===== config.mk =====
export PLATFORM = sky130hd
export DESIGN_NAME = wide_reg_dev_flat
export DESIGN_NICKNAME = d
export VERILOG_FILES = /design/src/wide_access_pkg.sv /design/src/wide_bus_if.sv /design/src/wide_reg_dev.sv /design/src/flat_wrapper.sv
export VERILOG_INCLUDE_DIRS = /design/src
export SDC_FILE = /design/constraint.sdc
export NUM_CORES = 1
export LEC_CHECK = 0
export ABC_AREA = 1
export BUFFER_PORTS_ARGS = -buffer_cell sky130_fd_sc_hd__buf_2
export CAP_MARGIN = 30
export CORE_MARGIN = 1
export CORE_UTILIZATION = 46
export CTS_BUF_LIST = sky130_fd_sc_hd__clkbuf_2 sky130_fd_sc_hd__clkbuf_4 sky130_fd_sc_hd__clkbuf_8
export CTS_CLUSTER_DIAMETER = 60
export DETAILED_ROUTE_END_ITERATION = 8
export PLACE_DENSITY = 0.8
export RECOVER_POWER = 100
export SYNTH_ARGS = -nofsm -noshare
export SYNTH_HDL_FRONTEND = slang
export SYNTH_SLANG_ARGS = --single-unit

===== constraint.sdc =====
create_clock -name clk -period 3.3 [get_ports clk]
set_input_delay 0.495 -clock clk [delete_from_list [all_inputs] [get_ports clk]]
set_output_delay 0.495 -clock clk [all_outputs]
set_load 0.005 [all_outputs]

===== src/wide_access_regs.svh =====
// Byte addresses, field positions and reset values of the wide-register path.
// Assumes an 8-bit byte-wide CPU bus with a 4-bit byte address.
`ifndef WIDE_ACCESS_REGS_SVH
`define WIDE_ACCESS_REGS_SVH

`define BYTE_ADDR_W 4
`define NUM_WIDE_REGS 5
`define NUM_TIMERS 2

// Register index sits above the byte select bit
`define ADDR_UPPER_BIT 0
`define ADDR_INDEX_LSB 1
`define ADDR_INDEX_MSB 3

`define IDX_TIMER2_CAPTURE 3'h0
`define IDX_TIMER2_COMPARE 3'h1
`define IDX_TIMER3_CAPTURE 3'h2
`define IDX_TIMER3_COMPARE_A 3'h3
`define IDX_TIMER3_COMPARE_B 3'h4

// One bit per register: set where the register belongs to timer3
`define TIMER3_MAP 5'h1c
// One bit per register: set where the timer side may capture into it
`define CAPTURE_MAP 5'h05

`define WORD_RESET 16'h0000
`define BYTE_RESET 8'h00
`define UNMAPPED_READ 8'h00

`endif


===== src/wide_access_pkg.sv =====
// Types shared by both ends of the wide-register path.
// Assumes wide_access_regs.svh supplies the numbers.
`include "wide_access_regs.svh"

package wide_access_pkg;
    typedef logic [7:0] byte_t;
    typedef logic [15:0] word_t;
    typedef logic [`BYTE_ADDR_W-1:0] byte_addr_t;
    typedef logic [2:0] reg_index_t;
    typedef enum logic [2:0] {
        st_idle,
        st_wr_upper,
        st_wr_lower,
        st_rd_lower,
        st_rd_upper,
        st_rd_end
    } host_state_e;
endpackage


===== src/wide_bus_if.sv =====
// Byte-wide CPU bus between the host end and the wide-register end.
// Assumes both ends share one clock; all signals are sampled at its edge.
`timescale 1ns/1ps

interface wide_bus_if;
    import wide_access_pkg::*;
    byte_addr_t addr;
    byte_t wdata;
    logic wr;
    logic rd;
    byte_t rdata;
    logic rvalid;

    modport host (
        output addr,
        output wdata,
        output wr,
        output rd,
        input rdata,
        input rvalid
    );

    modport dev (
        input addr,
        input wdata,
        input wr,
        input rd,
        output rdata,
        output rvalid
    );
endinterface


===== src/wide_reg_dev.sv =====
// Wide-register end: five 16-bit timer words reached as byte pairs.
// Assumes the host keeps upper-then-lower for writes, lower-then-upper for
// reads, and never asserts wr and rd together.
// Also assumes capture strobes come from the same clock as the bus.
//
// How it works
// - Each word moves as two byte accesses, or as a lone lower write that reuses the held upper byte
// - One upper-byte holding register per timer
// - Holding register shared by all words of its timer
// - Only the lower byte address moves words
// - Lower write loads holding plus byte together
// - Lower read copies upper byte to holding
// - Host writes upper byte before lower byte
// - Host reads lower byte before upper byte
// - Host keeps each byte pair uninterrupted
// - One upper write may serve several words
`timescale 1ns/1ps

`include "wide_access_regs.svh"

module wide_reg_dev
    import wide_access_pkg::*;
(
    input wire logic clk,
    input wire logic reset,
    wide_bus_if.dev bus,
    // Timer side: capture strobes and values, one per register
    input wire logic [`NUM_WIDE_REGS-1:0] capture_load,
    input wire logic [`NUM_WIDE_REGS-1:0][15:0] capture_value,
    // Timer side: current words and a pulse when the CPU loads one
    output logic [`NUM_WIDE_REGS-1:0][15:0] reg_words,
    output logic [`NUM_WIDE_REGS-1:0] word_loaded,
    output logic [`NUM_TIMERS-1:0][7:0] holding_bytes
);

    // Which timer owns each word, and which words the timer may fill
    localparam logic [`NUM_WIDE_REGS-1:0] timer3_map = `TIMER3_MAP;
    localparam logic [`NUM_WIDE_REGS-1:0] capture_map = `CAPTURE_MAP;
    localparam logic [2:0] num_regs = 3'(`NUM_WIDE_REGS);

    // Wide words and their load pulses
    word_t word_q [`NUM_WIDE_REGS];
    logic [`NUM_WIDE_REGS-1:0] loaded_q;

    // One holding byte per timer
    byte_t hold_q [`NUM_TIMERS];

    // Read answer
    byte_t rdata_q;
    logic rvalid_q;

    // Address decode
    wire reg_index_t sel_index;
    wire logic sel_upper;
    wire logic sel_valid;
    wire logic sel_timer;
    wire logic wr_hit;
    wire logic rd_hit;
    wire logic wr_lower;
    wire logic wr_upper;
    wire logic rd_lower;
    wire logic rd_upper;

    assign sel_index = bus.addr[`ADDR_INDEX_MSB:`ADDR_INDEX_LSB];
    assign sel_upper = bus.addr[`ADDR_UPPER_BIT];
    // Indices past the last word are unmapped
    assign sel_valid = sel_index < num_regs;
    // Unmapped indices land on timer2 but never reach its holding byte
    assign sel_timer = sel_valid ? timer3_map[sel_index] : 1'b0;
    // Every access is qualified once by the index range
    assign wr_hit = bus.wr && sel_valid;
    assign rd_hit = bus.rd && sel_valid;
    assign wr_lower = wr_hit && !sel_upper;
    assign wr_upper = wr_hit && sel_upper;
    assign rd_lower = rd_hit && !sel_upper;
    assign rd_upper = rd_hit && sel_upper;

    // Read data selection
    wire word_t sel_word;
    wire byte_t sel_lower_byte;
    wire byte_t sel_upper_byte;
    wire byte_t sel_hold;
    wire byte_t read_byte;

    // Out-of-range index would read past the array, so force zero
    assign sel_word = sel_valid ? word_q[sel_index] : `WORD_RESET;
    assign sel_lower_byte = sel_word[7:0];
    assign sel_upper_byte = sel_word[15:8];
    assign sel_hold = hold_q[sel_timer];
    // The upper address answers from holding, never from the live word
    assign read_byte = rd_lower ? sel_lower_byte :
                       rd_upper ? sel_hold :
                       `UNMAPPED_READ;

    // Holding registers, one per timer
    // Shared by every word of the timer: a second master that slips in
    // between the halves of a pair corrupts it, so software masks it out
    genvar t;
    generate
        for (t = 0; t < `NUM_TIMERS; t++) begin : g_hold
            wire logic mine;
            wire logic load_upper;
            wire logic snap_upper;
            wire byte_t hold_d;

            // Upper writes load it, lower reads refresh it
            assign mine = sel_timer == 1'(t);
            assign load_upper = wr_upper && mine;
            assign snap_upper = rd_lower && mine;
            // One bus access per cycle, so load and snapshot never meet
            assign hold_d = load_upper ? bus.wdata :
                            snap_upper ? sel_upper_byte :
                            hold_q[t];

            always_ff @(posedge clk or posedge reset) begin
                if (reset) begin
                    hold_q[t] <= `BYTE_RESET;
                end else begin
                    hold_q[t] <= hold_d;
                end
            end

            // Timer side may watch a pending upper byte
            assign holding_bytes[t] = hold_q[t];
        end
    endgenerate

    // Per-register strobes
    wire logic [`NUM_WIDE_REGS-1:0] lower_hit;
    wire logic [`NUM_WIDE_REGS-1:0] capture_hit;
    wire logic [`NUM_WIDE_REGS-1:0] loaded_d;

    // Compare words ignore capture strobes
    assign capture_hit = capture_load & capture_map;
    // A capture beats a CPU write in the same cycle; that write is lost
    assign loaded_d = lower_hit & ~capture_hit;

    // Wide words
    genvar r;
    generate
        for (r = 0; r < `NUM_WIDE_REGS; r++) begin : g_word
            wire logic own_timer;
            wire byte_t own_hold;
            wire word_t cpu_word;
            wire word_t word_d;

            // Only a mapped lower-byte write moves a word
            assign lower_hit[r] = wr_lower && sel_index == 3'(r);
            assign own_timer = timer3_map[r];
            assign own_hold = hold_q[own_timer];
            // Upper byte from the word's own timer holding register
            assign cpu_word = {own_hold, bus.wdata};
            // Capture first, then the CPU, else keep
            assign word_d = capture_hit[r] ? capture_value[r] :
                            lower_hit[r] ? cpu_word :
                            word_q[r];

            always_ff @(posedge clk or posedge reset) begin
                if (reset) begin
                    word_q[r] <= `WORD_RESET;
                end else begin
                    word_q[r] <= word_d;
                end
            end

            assign reg_words[r] = word_q[r];
        end
    endgenerate

    // Tells the timer side that a new CPU value has arrived
    always_ff @(posedge clk or posedge reset) begin
        if (reset) begin
            loaded_q <= '0;
        end else begin
            loaded_q <= loaded_d;
        end
    end

    assign word_loaded = loaded_q;

    // Registered read answer, one cycle after the read edge
    // Zero between answers so a stale byte never looks like fresh data
    wire byte_t rdata_d;
    wire logic rvalid_d;

    assign rdata_d = bus.rd ? read_byte : `BYTE_RESET;
    // Every read is answered, mapped or not
    assign rvalid_d = bus.rd;

    always_ff @(posedge clk or posedge reset) begin
        if (reset) begin
            rdata_q <= `BYTE_RESET;
        end else begin
            rdata_q <= rdata_d;
        end
    end

    always_ff @(posedge clk or posedge reset) begin
        if (reset) begin
            rvalid_q <= 1'b0;
        end else begin
            rvalid_q <= rvalid_d;
        end
    end

    assign bus.rdata = rdata_q;
    assign bus.rvalid = rvalid_q;

endmodule


===== src/flat_wrapper.sv =====
// flat-port wrapper written by rule: the top's interface ports become plain ports
module wide_reg_dev_flat import wide_access_pkg::*;
  (clk, reset, capture_load, capture_value, reg_words, word_loaded, holding_bytes, bus_addr, bus_wdata, bus_wr, bus_rd, bus_rdata, bus_rvalid);
  wide_bus_if bus_i ();
  input wire logic clk;
  input wire logic reset;
  input wire logic [`NUM_WIDE_REGS-1:0] capture_load;
  input wire logic [`NUM_WIDE_REGS-1:0][15:0] capture_value;
  output logic [`NUM_WIDE_REGS-1:0][15:0] reg_words;
  output logic [`NUM_WIDE_REGS-1:0] word_loaded;
  output logic [`NUM_TIMERS-1:0][7:0] holding_bytes;
  input wire logic [$bits(bus_i.addr)-1:0] bus_addr;
  input wire logic [$bits(bus_i.wdata)-1:0] bus_wdata;
  input wire logic [$bits(bus_i.wr)-1:0] bus_wr;
  input wire logic [$bits(bus_i.rd)-1:0] bus_rd;
  output wire logic [$bits(bus_i.rdata)-1:0] bus_rdata;
  output wire logic [$bits(bus_i.rvalid)-1:0] bus_rvalid;
  assign bus_i.addr = bus_addr;
  assign bus_i.wdata = bus_wdata;
  assign bus_i.wr = bus_wr;
  assign bus_i.rd = bus_rd;
  assign bus_rdata = bus_i.rdata;
  assign bus_rvalid = bus_i.rvalid;
  wide_reg_dev u_core (.clk(clk), .reset(reset), .bus(bus_i), .capture_load(capture_load), .capture_value(capture_value), .reg_words(reg_words), .word_loaded(word_loaded), .holding_bytes(holding_bytes));
endmodule

==> results of run 1 <==
==> critical path, stage by stage <==
cell and delay, ns:
buf_2 0.27, o21ai_0 0.56, nand2_2 0.07, nor2_1 0.51, nand3_2 0.16, clkbuf_2 0.40
nand2_1 0.17, o21ai_0 0.09
==> cell usage in the layout (no fill, tap or decap) <==
master        n
nand2_1     368
buf_2       121
dfrtp_1     110
o21ai_0      88
nand3_1      50
inv_1        38
clkbuf_1     36
nor2_1       28
clkbuf_8     11
nand4_1      10
a21oi_1       8
nand2_2       5
inv_2         4
diode_2       3
clkinv_1      3
inv_6         3
clkbuf_2      3
buf_4         3
nand3_4       2
nand2_4       2
buf_1         2
nand4_2       1
nor2_4        1
nor2_2        1
nand3_2       1
clkinvlp_2    1
o21ai_1       1
clkinvlp_4    1
bufinv_16     1
==> cells in the mapped netlist, drive strengths merged <==
master / n
dfrtp: 110
o21ai: 89
clkbuf: 16
nand3: 53
nand4: 11
nand2: 375
clkinv: 3
buf: 19
nor2: 30
inv: 43
a21oi: 8
==> metrics by stage <==
step / utilization (%) / setup slack, ns / total power [mW] / hold WS, ns
final: 56.2 / 0.822 / 3.33 / 0.254
after CTS: 57.1 / 1.36 / 3.35 / 0.139
after floorplan: - / 1.48 / 2.10 / 0.494
after global placement: 55.2 / 1.02 / 2.46 / 0.485
after global routing: 56.2 / 0.669 / 3.51 / 0.262
after detailed placement: 55.2 / 0.943 / 2.49 / 0.491
==> layer usage <==
layer  wire (um)  share of wire (%)  track usage (%)
met3        1330                7.7             5.88
met4         587                3.4             11.7
met5          11              0.064                0
met2        7690                 45             42.3
met1        7620                 44             40.1
==> report_power, final <==
part	switching, mW	internal (mW)
sequential	0.184	1.54
clock	0.485	0.401
combinational	0.440	0.280
total	1.11	2.22
==> final cells by class <==
| class | instances | area (um^2) | share of cell area (%) |
|---|---|---|---|
| clock inverters | 5 | 63.8 | 0.978 |
| repair buffers | 165 | 786 | 12.0 |
| well taps | 143 | 179 | 2.74 |
| inverters | 46 | 174 | 2.66 |
| multi-input cells | 566 | 2410 | 37.0 |
| clock buffers | 11 | 151 | 2.32 |
| diodes | 3 | 7.51 | 0.115 |
| flip-flops and latches | 110 | 2750 | 42.2 |
==> worst paths after layout <==
| path | from | slack (ns) | to |
|---|---|---|---|
| setup reg to reg | u_core.reg_words[31] | 2.16 | u_core.holding_bytes[7] |
| hold / removal | reset | 0.25 | u_core.reg_words[21] |
| min in group clk | bus_rd | 0.27 | u_core.bus.rvalid |
| setup / recovery | bus_addr[1] | 0.82 | u_core.reg_words[62] |
| max in group asynchronous | reset | 1.40 | u_core.holding_bytes[10] |
| hold reg to reg | u_core.holding_bytes[5] | 0.51 | u_core.holding_bytes[5] |
==> sequential cells by signal, summed over array words and instances (netlist names) <==
| signal | cells |
|---|---|
| u_core.bus.rdata | 8 |
| u_core.holding_bytes | 16 |
| u_core.bus.rvalid | 1 |
| u_core.reg_words | 80 |
| u_core.word_loaded | 5 |
==> kinds of logic (layout without fill, tap and decap cells) <==
logic type | Yosys count | count (layout) | share of synthesized area [%]
simple gates | 469 | 469 | 35.2
flops | 110 | 110 | 49.5
compound gates | 97 | 97 | 8.94
buf+inv | 81 | 227 | 6.33
other cells | 0 | 3 | 0
==> impl_results.md, run 1 <==
- Outcome: finished with violations
- Failing checks: design-rule violations
- Cells after synthesis: 757
- Number of synthesis warnings: 0
- CP Launch Type: primary input
- CTS clk-pin slew, worst paths: 0.11 ns
- Number of library cell types mapped by synthesis: 25
- CTS HTree Levels: 3
- Synth top area cells: dfrtp_1, nand2_1, o21ai_0
- First-pass GRT wire length: 27,000 um
- Row count: 39
- Pin count of the biggest net entering global routing: 49
- Core Area: 11,600 um^2
- Cell Area, Synth: 5560 um^2
- Via count: 5,557
- Post-synth top area cell: dfrtp_1
- Vias per cell: 5.30
- Final Hold Viols: 0
- Fin crit period: 2.48 ns
- Critical Path RT: 3.56 ns
- CTS tree: built
- Root buffer cell: clkbuf_8
- Post-synthesis sequential area ratio: 49.5%
- I/O Pins: 211
- R2R cell count: 8
- Starting Density: 47.8%
- Clk_lat worst skew: 0.39 ns
- Fmax: 404 MHz
- Vias in the first global route: 4,931
- Max_cap viols: 0
- Crit Path Class: primary input to flip-flop
- Crit end category: flip-flop
- Yosys reg bits: 110
- Fillers: 1,136
- Maximum vdd drop: 0.000218 V
- Fin cells: 1,049
- Slew Limit Fails: 0
- RSZ-0062 raised after global routing: no
- Share of cells above drive strength 1: 17.8%
- Post-placement cell count: 1,030
- CTS Hold Bufs: 0
- Post-route clock skew: 0.0112 ns
- Post-route ant nets: 0
- Final setup fails: 0
- Peak fanout along the critical path: 31
- Post-detail-place hpwl: 12,500 um
- Leak: 3.67 nW
- Final worst path period share: 75.1%
- GRT overflow: 0
- Per-cell routed wire length: 16.4 um
- Final RePlAce weighted congestion: 0.935
- # DRC: 18
- Worst-Margin Slew: 1.20 ns
- Max Root-Sink Buffers: 2
- CP arrival: 2.74 ns
- Placed cell area: 6410 um^2
- Initial antenna violation count: 3
- DRT Pass-1 Iters: 8
- Clock sinks: 110
- TNS Setup: 0 ns
- Post-Syn Nets: 858
- Top cell type's share of synthesized area: 49.5%
- Overall Global Routing Usage: 28.3%
- Post-CTS setup buffers: 0
- Final Net Count: 999
- Die Wd: 112 um
- IO buf count: 159
- Post_cts resized: 0
- Slew Limit Headroom: 19.8%
- CTS buffer count: 9
- Die area: 12,500 um^2
- Design area: 6530 um^2
- WL final: 17,200 um
- Die height: 112 um
- PD cells: 510 nW/um^2
- Layout area overhead: 17.5%
- Hold crit path type: primary input to async pin
- Initial DRC Count: 614
- Avg Inst Size Synth: 7.34 um^2
Note: power is estimated with default switching activity, not from simulation.
==> run 2: changes to the inputs <==
--- a/config.mk
+++ b/config.mk
@@ -6,15 +6,15 @@
 export SDC_FILE = /design/constraint.sdc
 export NUM_CORES = 1
 export LEC_CHECK = 0
-export ABC_AREA = 1
+export ABC_AREA = 0
 export BUFFER_PORTS_ARGS = -buffer_cell sky130_fd_sc_hd__buf_2
 export CAP_MARGIN = 30
 export CORE_MARGIN = 1
-export CORE_UTILIZATION = 46
+export CORE_UTILIZATION = 50
 export CTS_BUF_LIST = sky130_fd_sc_hd__clkbuf_2 sky130_fd_sc_hd__clkbuf_4 sky130_fd_sc_hd__clkbuf_8
 export CTS_CLUSTER_DIAMETER = 60
 export DETAILED_ROUTE_END_ITERATION = 8
-export PLACE_DENSITY = 0.8
+export PLACE_DENSITY = 0.84
 export RECOVER_POWER = 100
 export SYNTH_ARGS = -nofsm -noshare
 export SYNTH_HDL_FRONTEND = slang
==> constraint.sdc (replaced) <==
create_clock -name clk -period 2.3 [get_ports clk]
set_input_delay 0.345 -clock clk [delete_from_list [all_inputs] [get_ports clk]]
set_output_delay 0.345 -clock clk [all_outputs]
set_load 0.005 [all_outputs]
==> run 2 against run 1 <==
- the flow now finishes without violations
- count of clock-buffer cells in the layout stayed put
- die area is 15% lower
- global-route usage rose by 0.86 points
- sequential cell count unchanged
- wire length down 13%
- synthesized area decreased by 8.1%
- sequential power rose by 56%
- critical path type unchanged
- critical endpoint is now u_core.reg_words[16]
==> impl_results.md, run 2 <==
- Multi-input logic area: 2150 um^2 (-11%)
- Most numerous cell in the Yosys netlist: dfrtp_1
- Die Wd: 103 um (-7.9%)
- DR top layer: met4
- Die area: 10,600 um^2 (-15%)
- Largest register FFs: 80 (unchanged)
- First-pass GRT wire length: 22,800 um (-16%)
- Setup slack at placement: 0.264 ns (-0.680 ns)
- Psw: 1.63 mW (+47%)
- TNS Setup: 0 ns (unchanged)
- IO buf count: 159 (unchanged)
- CP max-delay cell: clkbuf_1
- Leak: 3.02 nW (-18%)
- Via count: 4,345 (-22%)
- Post-CTS setup buffers: 0 (unchanged)
- Clock sinks: 110 (unchanged)
- Pin count of the biggest net entering global routing: 111 (+130%)
- Die height: 103 um (-7.9%)
- Number of library cell types mapped by synthesis: 33 (+32%)
- Clk_lat worst skew: 0.37 ns (-0.02 ns)
- Synth top area cells: dfrtp_1, mux2i_1, mux2_2
- Top Family by Delay on Critical Path: buffers and inverters
- Sequential share of power: 52.7% (+0.9 points)
- Root buffer cell: clkbuf_8
- CTS buffer count: 9 (unchanged)
- Core Area: 9820 um^2 (-15%)
- GRT overflow: 0 (unchanged)
- Post_cts resized: 0 (unchanged)
- Final worst path period share: 83.5%
- RSZ-0062 raised after global routing: no
- Initial antenna violation count: 1 (-2)
- Starting Density: 52.0% (+4.2 points)
- Worst Hold Slack: 0.177 ns (-0.0771 ns)
- Row count: 36 (-7.7%)
- Worst-Margin Slew: 1.48 ns (+0.277 ns)
- Peak fanout along the critical path: 9 (-71%)
- Initial DRC Count: 185 (-70%)
- Per-cell routed wire length: 19.7 um (+20%)
- Final worst setup slack: 0.380 ns (-0.442 ns)
- Met2 WL: 7510 um (-2.3%)
- Crit Path Class: primary input to flip-flop
- Number of synthesis warnings: 0 (unchanged)
- I/O Pins: 211 (unchanged)
- Slew Limit Fails: 0 (unchanged)
- Crit path buf inv count: 3 (+1)
- Fillers: 859 (-24%)
- Vias in the first global route: 4,334 (-12%)
- CTS Hold Bufs: 0 (unchanged)
- CTS tree: built
- Maximum vdd drop: 0.000349 V (+60%)
- Cells after synthesis: 455 (-40%)
- Commonest non-fill, non-tap cell in the layout: dfrtp_1
- Post-synth top area cell: dfrtp_1
- DRT Pass-1 Iters: 4 (-4)
- Routed met3 length: 1190 um (-11%)
- Final setup fails: 0 (unchanged)
- Hold crit path type: primary input to flip-flop
- M1 WL: 6030 um (-21%)
- Layout area overhead: 21.0%
- Crit end category: flip-flop
- Switching Share: 32.0% (-1.3 points)
- Top FF cell, synth: dfrtp_1
- Fmax: 521 MHz
- Slew Limit Headroom: 1.39% (-18 points)
- Post-Syn Nets: 556 (-35%)
- Crit path cell chain: buf_2 > buf_4 > nor3b_1 > nand2_1 > nor2_1 > clkbuf_1 > mux2_2
- Critical Path RT: 2.56 ns (-1.00 ns)
- Async S/R FF share, synth: 100% (unchanged)
- CP arrival: 2.18 ns (-0.56 ns)
- Synth top cells by count: dfrtp_1, mux2i_1, o21ai_0, nand2_1, mux2_2
- Comb pwr share: 23.8% (+2.2 points)
- CTS clk-pin slew, worst paths: 0.11 ns (about the same)
- Final Hold Viols: 0 (unchanged)
- Internal: 3.46 mW (+56%)
- Vias per cell: 5.71 (+7.8%)
- CTS HTree Levels: 3 (unchanged)
- Number of synthesized flops with an enable pin: 0 (unchanged)
- Post-route clock skew: 0.0196 ns (+0.00838 ns)
- Final Net Count: 723 (-28%)
- Max_cap viols: 0 (unchanged)
- Post-synthesis sequential area ratio: 53.9% (+4.4 points)
- CP Launch Type: primary input
- Top cell type's share of synthesized area: 53.9% (+4.4 points)
- PD cells: 824 nW/um^2 (+62%)
- Outcome: complete, no violations
- # DRC: 0 (-18)
- Post-route ant nets: 0 (unchanged)
- Fin crit period: 1.92 ns
- Commonest cells after routing, fill and taps aside: dfrtp_1, clkbuf_1, buf_2, mux2i_1, o21ai_0
- Post-detail-place hpwl: 10,900 um (-13%)
- Max Root-Sink Buffers: 2 (unchanged)
- Delay of the slowest critical-path stage: 0.51 ns (-0.05 ns)
- Overall Global Routing Usage: 29.2% (+0.86 points)
- Yosys reg bits: 110 (unchanged)
- Final RePlAce weighted congestion: 0.903 (-3.3%)
- Avg Inst Size Synth: 11.2 um^2 (+53%)
- Clk pwr share: 23.6% (-3.0 points)
- Power Total: 5.09 mW (+53%)
- Cell Area, Synth: 5100 um^2 (-8.1%)
- Share of cells above drive strength 1: 25.5% (+7.7 points)
- WL final: 15,000 um (-13%)
- Register area: 2750 um^2 (unchanged)
==> run 2: worst min-delay path, stage by stage <==
cell     delay (ns)
buf_2          0.08
nand2_1        0.04
o21ai_0        0.06
==> run 2: worst paths after layout <==
kind / start / end / slack, ns / cells after the start
setup / recovery: bus_addr[3] / u_core.reg_words[16] / 0.38 / 7
hold / removal: capture_value[10] / u_core.reg_words[10] / 0.18 / 3
setup reg to reg: u_core.reg_words[26] / u_core.holding_bytes[10] / 1.04 / 4
hold reg to reg: u_core.reg_words[53] / u_core.reg_words[53] / 0.52 / 2
max in group asynchronous: reset / u_core.reg_words[66] / 0.87 / 3
min in group asynchronous: reset / u_core.reg_words[6] / 0.52 / 3
==> run 2: layer usage <==
metal | GRT usage [%] | vias to the layer above
met5 | 0 | -
li1 | - | 1977
met4 | 12.7 | 0
met2 | 48.7 | 190
met3 | 7.25 | 28
met1 | 36.2 | 2150
==> run 2: power groups by stage <==
stage | combinational [mW] | sequential, mW | clock [mW]
after detailed placement | 1.31 | 2.70 | 0
after global placement | 1.26 | 2.67 | 0
after CTS | 1.32 | 2.66 | 1.21
after global routing | 1.35 | 2.73 | 1.29
after floorplan | 0.647 | 2.66 | 0
final | 1.21 | 2.68 | 1.20
==> run 2: cells by family (layout without fill, tap and decap cells) <==
logic type             after synthesis  after routing  share of synthesized area, %
AO/OA/AOI/OAI                      114            114                          13.1
buffers and inverters               40            212                          3.68
flip-flops                         110            110                          53.9
multiplexers                       103            103                          21.6
other                                0              1                             0
AND/OR/NAND/NOR                     88             88                          7.67
==> run 2: area by class of cell <==
| type | count | area share, % |
|---|---|---|
| Multi-Input combinational cell | 305 | 34.8 |
| Clock buffer | 11 | 2.35 |
| Clock inverter | 5 | 0.952 |
| Inverter | 11 | 0.729 |
| Timing Repair Buffer | 185 | 13.9 |
| Tap cell | 133 | 2.70 |
| Sequential cell | 110 | 44.6 |
| Antenna cell | 1 | 0.0405 |
==> run 2: through the flow <==
| stage | utilization, % | std cells | area, um^2 |
|---|---|---|---|
| detailed placement | 62.4 | 744 | 6130 |
| global placement | 62.4 | 744 | 6130 |
| finish | 62.9 | 761 | 6170 |
| CTS | 64.5 | 760 | 6340 |
| global route | 62.9 | 761 | 6170 |
| floorplan | - | 455 | 5110 |
==> run 3: changes to the inputs <==
--- a/config.mk
+++ b/config.mk
@@ -10,11 +10,11 @@
 export BUFFER_PORTS_ARGS = -buffer_cell sky130_fd_sc_hd__buf_2
 export CAP_MARGIN = 30
 export CORE_MARGIN = 1
-export CORE_UTILIZATION = 50
+export CORE_UTILIZATION = 45
 export CTS_BUF_LIST = sky130_fd_sc_hd__clkbuf_2 sky130_fd_sc_hd__clkbuf_4 sky130_fd_sc_hd__clkbuf_8
 export CTS_CLUSTER_DIAMETER = 60
 export DETAILED_ROUTE_END_ITERATION = 8
-export PLACE_DENSITY = 0.84
+export PLACE_DENSITY = 0.8
 export RECOVER_POWER = 100
 export SYNTH_ARGS = -nofsm -noshare
 export SYNTH_HDL_FRONTEND = slang
==> constraint.sdc (replaced) <==
create_clock -name clk -period 1.7 [get_ports clk]
set_input_delay 0.255 -clock clk [delete_from_list [all_inputs] [get_ports clk]]
set_output_delay 0.255 -clock clk [all_outputs]
set_load 0.005 [all_outputs]
==> run 3 against run 2 <==
- register-to-register slack worse by 0.61 ns
- sequential power rose by 36%
- cell count increased by 1.7%
- largest power group unchanged
==> impl_results.md, run 3 (synthesis results as in run 2) <==
- DRT Pass-1 Iters: 5 (+1)
- Commonest cells after routing, fill and taps aside: dfrtp_1, buf_2, clkbuf_1, mux2i_1, o21ai_0
- Slew Limit Headroom: 1.24% (-0.15 points)
- Die area: 11,800 um^2 (+11%)
- Max_cap viols: 0 (unchanged)
- WL final: 15,300 um (+1.8%)
- GRT overflow: 0 (unchanged)
- Crit Path Class: primary input to flip-flop
- IO buf count: 159 (unchanged)
- R2R cell count: 4 (unchanged)
- First-pass GRT wire length: 23,800 um (+4.6%)
- Die height: 109 um (+5.3%)
- Post-route clock skew: 0.00927 ns (-0.0103 ns)
- # DRC: 0 (unchanged)
- Post_cts resized: 0 (unchanged)
- Via count: 4,362 (+0.39%)
- Initial antenna violation count: 0 (-1)
- Initial DRC Count: 325 (+76%)
- CTS tree: built
- Pin count of the biggest net entering global routing: 111 (unchanged)
- Per-cell routed wire length: 19.8 um (+0.11%)
- Peak fanout along the critical path: 10 (+1)
- Critical Path RT: 1.94 ns (-0.62 ns)
- Hold crit path type: primary input to flip-flop
- Final setup fails: 0 (unchanged)
- Starting Density: 46.7% (-5.3 points)
- Final Hold Viols: 0 (unchanged)
- Final RePlAce weighted congestion: 0.835 (-7.6%)
- Root buffer cell: clkbuf_8
- Overall Global Routing Usage: 26.9% (-2.2 points)
- Hold path depth: 1 (-2)
- Final core utilization: 57.6% (-5.3 points)
- CTS HTree Levels: 3 (unchanged)
- I/O Pins: 211 (unchanged)
- Outcome: complete, no violations
- Leak: 3.12 nW (+3.5%)
- Post-route ant nets: 0 (unchanged)
- RSZ-0062 raised after global routing: no
- Layout area overhead: 23.4%
- Largest register FFs: 80 (unchanged)
- Share of cells above drive strength 1: 29.0% (+3.5 points)
- Core Area: 10,900 um^2 (+11%)
- Die Wd: 109 um (+5.3%)
- Post-CTS setup buffers: 0 (unchanged)
- Worst Hold Slack: 0.0588 ns (-0.118 ns)
- Clk_lat worst skew: 0.37 ns (about the same)
- Crit end category: flip-flop
- Vias per cell: 5.64 (-1.3%)
- Max Root-Sink Buffers: 2 (unchanged)
- Fin crit period: 1.58 ns
- CP Launch Type: primary input
- CTS clk-pin slew, worst paths: 0.10 ns (about the same)
- PD cells: 1140 nW/um^2 (+38%)
- CP arrival: 1.82 ns (-0.36 ns)
- Fmax: 633 MHz
- CTS buffer count: 9 (unchanged)
- Final worst path period share: 93.0%
- Ant diodes: 0 (-1)
- Commonest non-fill, non-tap cell in the layout: dfrtp_1
- Row count: 38 (+5.6%)
- Vias in the first global route: 4,412 (+1.8%)
- Post-detail-place hpwl: 11,000 um (+0.62%)
- Maximum vdd drop: 0.000637 V (+82%)
- Clock sinks: 110 (unchanged)
- Worst-Margin Slew: 1.48 ns (+0.00229 ns)
- CTS Hold Bufs: 0 (unchanged)
- Slew Limit Fails: 0 (unchanged)
- Final Net Count: 730 (+0.97%)
-- run 3: cell count changes in the layout (fill, tap and decap cells not counted), sizes merged --
cell / previous run / this run
diode: 1 / 0
clkbuf: 97 / 83
bufinv: 1 / 3
clkinv: 2 / 1
buf: 99 / 119
-- run 3: final cells by class --
class                           count  area [um^2]
Sequential cell                   110         2750
Clock buffer                       10          131
Tap cell                          140          175
Fill cell                         985         4630
Clock inverter                      6          110
Inverter                           11         45.0
Timing Repair Buffer              192          938
Multi-Input combinational cell    305         2150
-- run 3: path summary, 6_finish.rpt --
path                                            from                  endpoint  slack, ns
worst max-delay path                     bus_addr[1]       u_core.bus.rdata[6]       0.12
worst min-delay path                          bus_rd         u_core.bus.rvalid       0.06
worst max register to register  u_core.reg_words[46]  u_core.holding_bytes[14]       0.43
worst min register to register  u_core.reg_words[48]      u_core.reg_words[48]       0.51
max in group asynchronous                      reset      u_core.reg_words[45]       0.36
min in group asynchronous                      reset     u_core.word_loaded[1]       0.43
-- run 3: per-stage QoR --
| stage | instance area, um^2 | setup slack, ns | std cells | power, mW | TNS [ns] |
|---|---|---|---|---|---|
| 6_report | 6300 | 0.120 | 774 | 7.17 | 0 |
| 5_1_grt | 6300 | 0.0377 | 774 | 7.56 | 0 |
| 4_1_cts | 6460 | 0.208 | 774 | 7.32 | 0 |
| 3_5_place_dp | 6220 | -0.188 | 758 | 5.45 | -1.93 |
| 3_3_place_gp | 6220 | -0.127 | 758 | 5.37 | -1.33 |
| 2_1_floorplan | 5120 | -0.0707 | 455 | 4.47 | -0.596 |
-- run 3: per-layer routing --
layer / share of wire, % / global-route usage (%) / up-vias / wire length, um
met1: 42 / 35.6 / 2169 / 6410
li1: - / - / 1988 / -
met5: 0 / 0 / - / 0
met4: 1.8 / 8.49 / 0 / 280
met2: 50 / 44.3 / 180 / 7640
met3: 6.3 / 5.61 / 25 / 968
-- run 3: critical path, cell delays in order --
cell and delay, ns:
clkbuf_1 0.10, clkbuf_1 0.25, or2_2 0.41, a21boi_0 0.19
buf_4 0.18, o21ai_0 0.11, a221oi_1 0.34
-- run 3: where the power goes --
group	total [mW]	switching [mW]	internal, mW
sequential	3.64	0.510	3.13
clock	1.87	0.882	0.992
combinational	1.66	0.820	0.839
